File: config.mk
export PLATFORM = sky130hd
export DESIGN_NAME = debug_link_controller
export DESIGN_NICKNAME = d
export VERILOG_FILES = /design/src/debug_cmd_pkg_end.sv /design/src/debug_cmd_pkg.sv /design/src/debug_link_controller.sv
export SDC_FILE = /design/constraint.sdc
export NUM_CORES = 1
export LEC_CHECK = 0
export ABC_AREA = 1
export BUFFER_PORTS_ARGS = -buffer_cell sky130_fd_sc_hd__buf_2
export CAP_MARGIN = 20
export CORE_ASPECT_RATIO = 1.25
export CORE_MARGIN = 2
export CORE_UTILIZATION = 54
export CTS_BUF_LIST = sky130_fd_sc_hd__clkbuf_8
export DETAILED_ROUTE_END_ITERATION = 10
export PLACE_DENSITY_LB_ADDON = 0.2
export REMOVE_ABC_BUFFERS = 1
export SLEW_MARGIN = 10
export SYNTH_ARGS = -nofsm -noshare
export SYNTH_HDL_FRONTEND = slang
export SYNTH_SLANG_ARGS = --single-unit
export TNS_END_PERCENT = 20
File: constraint.sdc
create_clock -name ref_clk -period 1.8 [get_ports ref_clk]
set_clock_uncertainty 0.15 [all_clocks]
set_input_delay 0.18 -clock ref_clk [delete_from_list [all_inputs] [get_ports ref_clk]]
set_output_delay 0.18 -clock ref_clk [all_outputs]
set_load 0.01 [all_outputs]
File: src/debug_cmd_pkg_end.sv
// Intentionally empty companion file
`default_nettype none
`default_nettype wire

File: src/debug_cmd_pkg.sv
// Shared constants and types for the debug command execution block
`default_nettype none
package debug_cmd_pkg;
    // Command codes; the read command carries a register index in low bits
    localparam logic [7:0] CMD_NOP       = 8'h00;
    localparam logic [7:0] CMD_GO        = 8'h08;
    localparam logic [7:0] CMD_GO_UNTIL  = 8'h0c;
    localparam logic [7:0] CMD_READ_BASE = 8'h60;
    localparam logic [7:0] CMD_READ_MASK = 8'hf0;
    localparam int         IDX_W         = 4;
    localparam int         NBYTES        = 4;
    localparam logic [1:0] LAST_BYTE     = 2'h3;
    localparam logic [31:0] DATA_RESET   = 32'h0000_0000;
    // Implemented byte lanes per register index, one nibble each,
    // index 0 in the low nibble; bit n set means byte n is backed
    localparam logic [63:0] REG_BYTE_MASK = 64'hffff_ffff_3333_1111;

    // Controller states
    typedef enum logic [2:0] {
        st_idle,
        st_flush,
        st_refill,
        st_wait_leave,
        st_wait_return,
        st_read_cap,
        st_send
    } state_t;

    // Command byte strobe from the link decoder
    typedef struct packed {
        logic       valid;
        logic [7:0] code;
    } cmd_t;

    // Whole state of the controller
    typedef struct packed {
        state_t             state;
        logic [31:0]        data;
        logic [1:0]         byte_cnt;
        logic               until_ack;
        logic [IDX_W-1:0]   reg_index;
        logic               flush;
        logic               prefetch;
        logic               resume;
        logic               ack;
        logic               illegal_resp;
        logic               illegal_flag;
        logic               tx_valid;
        logic [7:0]         tx_byte;
    } ctl_t;
endpackage : debug_cmd_pkg
`default_nettype wire

File: src/debug_link_controller.sv
// Command execution for resume-until-halt, no-op and core register read
// What this block does
// - Resume-until-halt in debug mode leaves debug mode and starts the core.
// - The core pipeline is flushed and then refilled before code runs.
// - Prefetch starts at the current program counter, with host updates kept.
// - With ack enabled, the resume ack pulse waits for re-entry to debug mode.
// - The wait for the resume ack has no timeout and may last forever.
// - Resume outside debug mode gives an illegal response and sets the flag.
// - With ack disabled, resume-until-halt behaves exactly like plain resume.
// - The no-op command changes no state at all.
// - The read command byte is base 0x60 plus the register index.
// - A register read returns 32 bits as four bytes unless a link sync ends it first.
// - Byte positions without implemented bits read back as zero.
`timescale 1ns/100ps
`default_nettype none
module debug_link_controller (
    // Clock and reset
    input  wire logic                  ref_clk,
    input  wire logic                  rstn,
    // Command side from the link decoder
    input  wire debug_cmd_pkg::cmd_t   cmd,
    input  wire logic                  ack_enable,
    input  wire logic                  sync_abort,
    input  wire logic                  illegal_clear,
    // Core side
    input  wire logic                  debug_active,
    input  wire logic [31:0]           core_reg_rdata,
    output logic [debug_cmd_pkg::IDX_W-1:0] core_register_index,
    output logic                       pipe_flush,
    output logic                       prefetch_start,
    output logic                       core_resume,
    // Answer side toward the link
    output logic                       ack_pulse,
    output logic                       illegal_resp,
    output logic                       illegal_command_flag,
    output logic                       tx_valid,
    output logic [7:0]                 tx_byte,
    input  wire logic                  tx_ready
);

    // Read command decode, shared by the next-state logic and checks
    function automatic logic is_read(input logic [7:0] code);
        return (code & debug_cmd_pkg::CMD_READ_MASK)
               == debug_cmd_pkg::CMD_READ_BASE;
    endfunction : is_read

    // Expand the implemented-lane nibble of an index into a bit mask
    function automatic logic [31:0] lane_mask(
        input logic [debug_cmd_pkg::IDX_W-1:0] idx);
        logic [3:0]  nib;
        logic [31:0] m;
        nib = 4'h0;
        m   = 32'h0000_0000;
        nib = debug_cmd_pkg::REG_BYTE_MASK[idx*4 +: 4];
        for (int b = 0; b < debug_cmd_pkg::NBYTES; b++) begin
            m[b*8 +: 8] = {8{nib[b]}};
        end
        return m;
    endfunction : lane_mask

    debug_cmd_pkg::ctl_t state_reg;
    debug_cmd_pkg::ctl_t state_next;
    logic                cmd_go_any;
    logic                cmd_rd;
    logic                cmd_bg;

    // Command classes seen in idle
    assign cmd_go_any = cmd.valid &&
                        (cmd.code == debug_cmd_pkg::CMD_GO ||
                         cmd.code == debug_cmd_pkg::CMD_GO_UNTIL);
    assign cmd_rd     = cmd.valid && is_read(cmd.code);
    assign cmd_bg     = cmd_go_any || cmd_rd;

    // Next-state logic; pulses default low every cycle
    always_comb begin
        state_next              = state_reg;
        state_next.flush        = 1'b0;
        state_next.prefetch     = 1'b0;
        state_next.resume       = 1'b0;
        state_next.ack          = 1'b0;
        state_next.illegal_resp = 1'b0;
        // Clear first so that a set in the same cycle wins
        if (illegal_clear) begin
            state_next.illegal_flag = 1'b0;
        end
        case (state_reg.state)
            debug_cmd_pkg::st_idle: begin
                if (cmd_bg && !debug_active) begin
                    state_next.illegal_resp = 1'b1;
                    state_next.illegal_flag = 1'b1;
                end else if (cmd_go_any) begin
                    state_next.state     = debug_cmd_pkg::st_flush;
                    state_next.flush     = 1'b1;
                    state_next.until_ack = ack_enable &&
                        (cmd.code == debug_cmd_pkg::CMD_GO_UNTIL);
                // index from low bits of command
                end else if (cmd_rd) begin
                    state_next.state     = debug_cmd_pkg::st_read_cap;
                    state_next.reg_index =
                        cmd.code[debug_cmd_pkg::IDX_W-1:0];
                end
                // no-op and unknown codes fall through untouched
            end
            debug_cmd_pkg::st_flush: begin
                state_next.state    = debug_cmd_pkg::st_refill;
                state_next.prefetch = 1'b1;
                state_next.resume   = 1'b1;
            end
            debug_cmd_pkg::st_refill: begin
                if (state_reg.until_ack) begin
                    state_next.state = debug_cmd_pkg::st_wait_leave;
                end else begin
                    state_next.state = debug_cmd_pkg::st_idle;
                    state_next.ack   = ack_enable;
                end
            end
            debug_cmd_pkg::st_wait_leave: begin
                // Core must drop out of debug mode before a return counts
                if (!debug_active) begin
                    state_next.state = debug_cmd_pkg::st_wait_return;
                end
            end
            debug_cmd_pkg::st_wait_return: begin
                // ack only on return to debug mode
                if (debug_active) begin
                    state_next.state = debug_cmd_pkg::st_idle;
                    state_next.ack   = 1'b1;
                end
            end
            debug_cmd_pkg::st_read_cap: begin
                state_next.data     = core_reg_rdata &
                                      lane_mask(state_reg.reg_index);
                // ack together with the first byte, most significant byte first
                state_next.ack      = ack_enable;
                state_next.state    = debug_cmd_pkg::st_send;
                state_next.byte_cnt = 2'h0;
                state_next.tx_valid = 1'b1;
                // Top byte of the masked word just captured
                state_next.tx_byte  = state_next.data[31:24];
            end
            debug_cmd_pkg::st_send: begin
                if (tx_ready) begin
                    if (state_reg.byte_cnt == debug_cmd_pkg::LAST_BYTE) begin
                        state_next.state    = debug_cmd_pkg::st_idle;
                        state_next.tx_valid = 1'b0;
                    end else begin
                        state_next.data     = {state_reg.data[23:0], 8'h00};
                        state_next.tx_byte  = state_reg.data[23:16];
                        state_next.byte_cnt = state_reg.byte_cnt + 2'h1;
                    end
                end
            end
            default: begin
                state_next.state = debug_cmd_pkg::st_idle;
            end
        endcase
        // link sync ends any pending command
        if (sync_abort && state_reg.state != debug_cmd_pkg::st_idle) begin
            state_next.state    = debug_cmd_pkg::st_idle;
            state_next.tx_valid = 1'b0;
            state_next.ack      = 1'b0;
        end
    end

    // State register
    always_ff @(posedge ref_clk or negedge rstn) begin
        if (!rstn) begin
            state_reg              <= '0;
            state_reg.state        <= debug_cmd_pkg::st_idle;
            state_reg.data         <= debug_cmd_pkg::DATA_RESET;
        end else begin
            state_reg <= state_next;
        end
    end

    // Outputs come straight from the state flops
    assign core_register_index  = state_reg.reg_index;
    assign pipe_flush           = state_reg.flush;
    assign prefetch_start       = state_reg.prefetch;
    assign core_resume          = state_reg.resume;
    assign ack_pulse            = state_reg.ack;
    assign illegal_resp         = state_reg.illegal_resp;
    assign illegal_command_flag = state_reg.illegal_flag;
    assign tx_valid             = state_reg.tx_valid;
    assign tx_byte              = state_reg.tx_byte;
endmodule : debug_link_controller
`default_nettype wire

==> qor.csv <==
stage,metric,value,unit
run_status,status,"complete, no violations",
clocking,cts-buffers-inserted,5,
final_layout,largest_register_ffs,30,
timing,rsz0062_at_grt,false,
clocking,cts_tree,built,
worst_hold_path,min_to,core_register_index[3]$_DFFE_PN0P_,
critical_path,crit_chain,inv_1 -> nand3_4 -> inv_1 -> nand2_1 -> a21oi_4 -> buf_12 -> nand3_1 -> o21ai_0,
critical_path,cp.required,1.88,ns
routing,first_iter_violations,150,
synthesis,async_reset_ff_frac,1.00,
critical_path,cp_top_family,buffers and inverters,
critical_path,path_max_fanout,52,
floorplan,rows,27,
critical_path,critical_path_arrival,1.75,ns
final_layout,area_growth,22.7,%
critical_path,startpoint_type,flop,
clocking,cts.clk_slew.worst_paths,0.09,ns
synthesis,ys_seq_elements,48,
routing,num_vias,2243,
critical_path,crit_type,flop to flop,
synthesis,synth.cell_area,2480,um^2
synthesis,synth_area_leaders,"dfrtp_1, o21ai_0, nand2_1",
placement,port_buffers,66,
power_and_ir_drop,p_per_area,1280,nW/um^2
global_routing,busiest_layer,met2,
floorplan,ios,67,
synthesis,synth_simple_gate_area_frac,0.202,
synthesis,synthTopCellsByCount,"nand2_1, o21ai_0, inv_1, dfrtp_1, nand3_1",
synthesis,synth_xor_area_frac,0,
global_routing,grt_use_total,0.232,
timing,tightest_slew,0.461,ns
timing,relSlewSlack,0.693,
power_and_ir_drop,p_leak,1.56,nW
critical_path,crit_top_cell,inv_1,
flow_run,maxCapViolCount,0,
synthesis,synth_cells,322,
global_routing,grt_pass1_vias,2177,
critical_path,reg2regPathDepth,8,
clocking,cts.sinks,48,
timing,setup_violations,0,
worst_hold_path,hold_depth,3,
clocking,cts_setup_buffers,0,
clocking,cts_root_buf,clkbuf_8,
floorplan,initial_core_util,0.560,
synthesis,synth_edf_count,0,
clocking,cts.path.max_buffers,2,
global_routing,use_met2,0.421,
timing,fmax,601,MHz
global_routing,overflow,0,
floorplan,die_height,79.8,um
timing,finalCritPeriodShare,0.925,
synthesis,yosysTopAreaCell,dfrtp_1,
critical_path,path_buf_inv,3,
synthesis,synth_top_area_share,0.484,
final_layout,fin_cells,447,
routing,antenna_left,0,
global_routing,grtUsageMet1,0.266,
power_and_ir_drop,ir_drop,0.675,mV
global_routing,grt_max_degree,53,
critical_path,critPathSlowestCell,dfrtp_1,
worst_hold_path,hp-start,cmd[3],
routing,vias_per_cell,5.02,
placement,hpwlAfterDp,3560,um
synthesis,synth_top_family_by_area,simple AND/OR/NAND/NOR gates,
critical_path,cp-end-kind,flop,
routing,drc,0,
final_layout,fin_util,0.687,
global_routing,grtUsageMet3,0.0423,
routing,drt_first_pass_iters,5,
synthesis,yosysUniqueCellTypes,23,
placement,finalWeightedCongestion,0.853,
synthesis,synth_most_common_cell,nand2_1,
floorplan,die_x,64.6,um
final_layout,drive_gt1_frac,0.219,
floorplan,die_area,5150,um^2
worst_hold_path,min_path_type,input port to flop,
placement,placedCellCount,425,
final_layout,diodes,0,
timing,setup_ws,0.135,ns
synthesis,seq_area_frac_synth,0.484,
critical_path,r2r_end,state_reg[21]$_DFFE_PN0P_,
placement,pre_cts_slack,0.0828,ns
routing,wl_per_cell,12.0,um
timing,drv_slew,0,
final_layout,nets,437,
synthesis,synth_compound_area_frac,0.155,
critical_path,rrSetupSlack,0.14,ns
synthesis,avgSynthCellArea,7.70,um^2
synthesis,yosys_warnings,0,
timing,hold_viol,0,
critical_path,reg2reg_from,state_reg[54]$_DFFE_PN0P_,
global_routing,antenna_found_initial,0,
critical_path,cpPeakStageDelay,0.41,ns
clocking,insertion_delay,0.31,ns
timing,fin_crit,1.66,ns
synthesis,synth_adder_area_share,0.00505,
synthesis,synth_ff_type,dfrtp_1,
global_routing,grt_pass1_wl,9190,um
synthesis,muxShareOfSynthArea,0,
clocking,htreeDepth,2,
floorplan,core_area,4430,um^2
routing,drt-total-wl,5340,um
==> worst min-delay path, delay by kind of cell <==
kind	cells	cell delay (ns)
buffers and inverters	1	0.12
and+or+nand+nor	2	0.13
==> power breakdown <==
group          switching (mW)  internal, mW
registers               0.185          1.52
clock network           0.372         0.311
logic                   0.927         0.590
==> final cells by class <==
cell class | instances | area, um^2
fillers | 387 | 1380
flip-flops and latches | 48 | 1200
multi-input cells | 191 | 906
repair buffers | 86 | 553
inverters | 56 | 210
clock buffers | 6 | 82.6
well taps | 58 | 72.6
clock inverters | 2 | 15.0
==> cells by family after synthesis <==
| family | count (synthesis) |
|---|---|
| adders and majority gates | 1 |
| DFF | 48 |
| AOI/OAI and AO/OA | 72 |
| and+or+nand+nor | 118 |
| buffers and inverters | 83 |
==> placed cells by master (no fill, tap or decap) <==
cell type,instances
o21ai_1,2
a21oi_1,3
buf_4,3
nor2_1,13
buf_2,66
o21ai_0,62
nand2_1,67
o21bai_1,2
or2_2,1
o21a_1,1
buf_12,3
dfrtp_1,47
clkinvlp_4,2
nor3_1,2
o221a_2,1
nand3_4,1
ha_1,1
nand4_1,3
nand3_1,31
clkbuf_8,6
dlygate4sd3_1,14
inv_1,55
dfrtp_2,1
a21oi_4,1
clkinv_1,1
==> metrics by stage <==
| stage | TNS, ns | total power, mW | instance area [um^2] | hold WS [ns] |
|---|---|---|---|---|
| after detailed placement | 0 | 3.20 | 2800 | 0.0117 |
| after global routing | 0 | 4.25 | 3040 | 0.0201 |
| after global placement | 0 | 3.16 | 2800 | 0.00427 |
| after floorplan | -19.51 | 2.52 | 2310 | -0.266 |
| final | 0 | 3.90 | 3040 | 0.00757 |
| after CTS | 0 | 3.92 | 3030 | 0.00350 |
==> worst max path at each step <==
stage                              start                        end  cells after the start
6_report       state_reg[54]$_DFFE_PN0P_  state_reg[21]$_DFFE_PN0P_                      8
5_1_grt        state_reg[55]$_DFFE_PN0P_  state_reg[56]$_DFFE_PN0P_                      8
4_1_cts        state_reg[54]$_DFFE_PN0P_  state_reg[21]$_DFFE_PN0P_                      8
3_5_place_dp   state_reg[54]$_DFFE_PN0P_  state_reg[21]$_DFFE_PN0P_                      8
3_3_place_gp   state_reg[56]$_DFFE_PN0P_  state_reg[21]$_DFFE_PN0P_                      7
2_1_floorplan  state_reg[54]$_DFFE_PN0P_  state_reg[20]$_DFFE_PN0P_                      7
==> per-layer routing <==
metal | up-vias | share of wire
met5 | - | 0
met1 | 1024 | 0.42
met2 | 68 | 0.51
li1 | 1140 | -
met4 | 0 | 0.022
met3 | 11 | 0.046
==> what timing repair did <==
action / 4_1_cts / 5_1_grt
hold buffers: 14 / 0
hold endpoints to repair: 30 / 0
gates resized for setup: 0 / 2
endpoints found under the setup margin: 0 / 30
No activity file was read; power rests on OpenSTA's default activity.
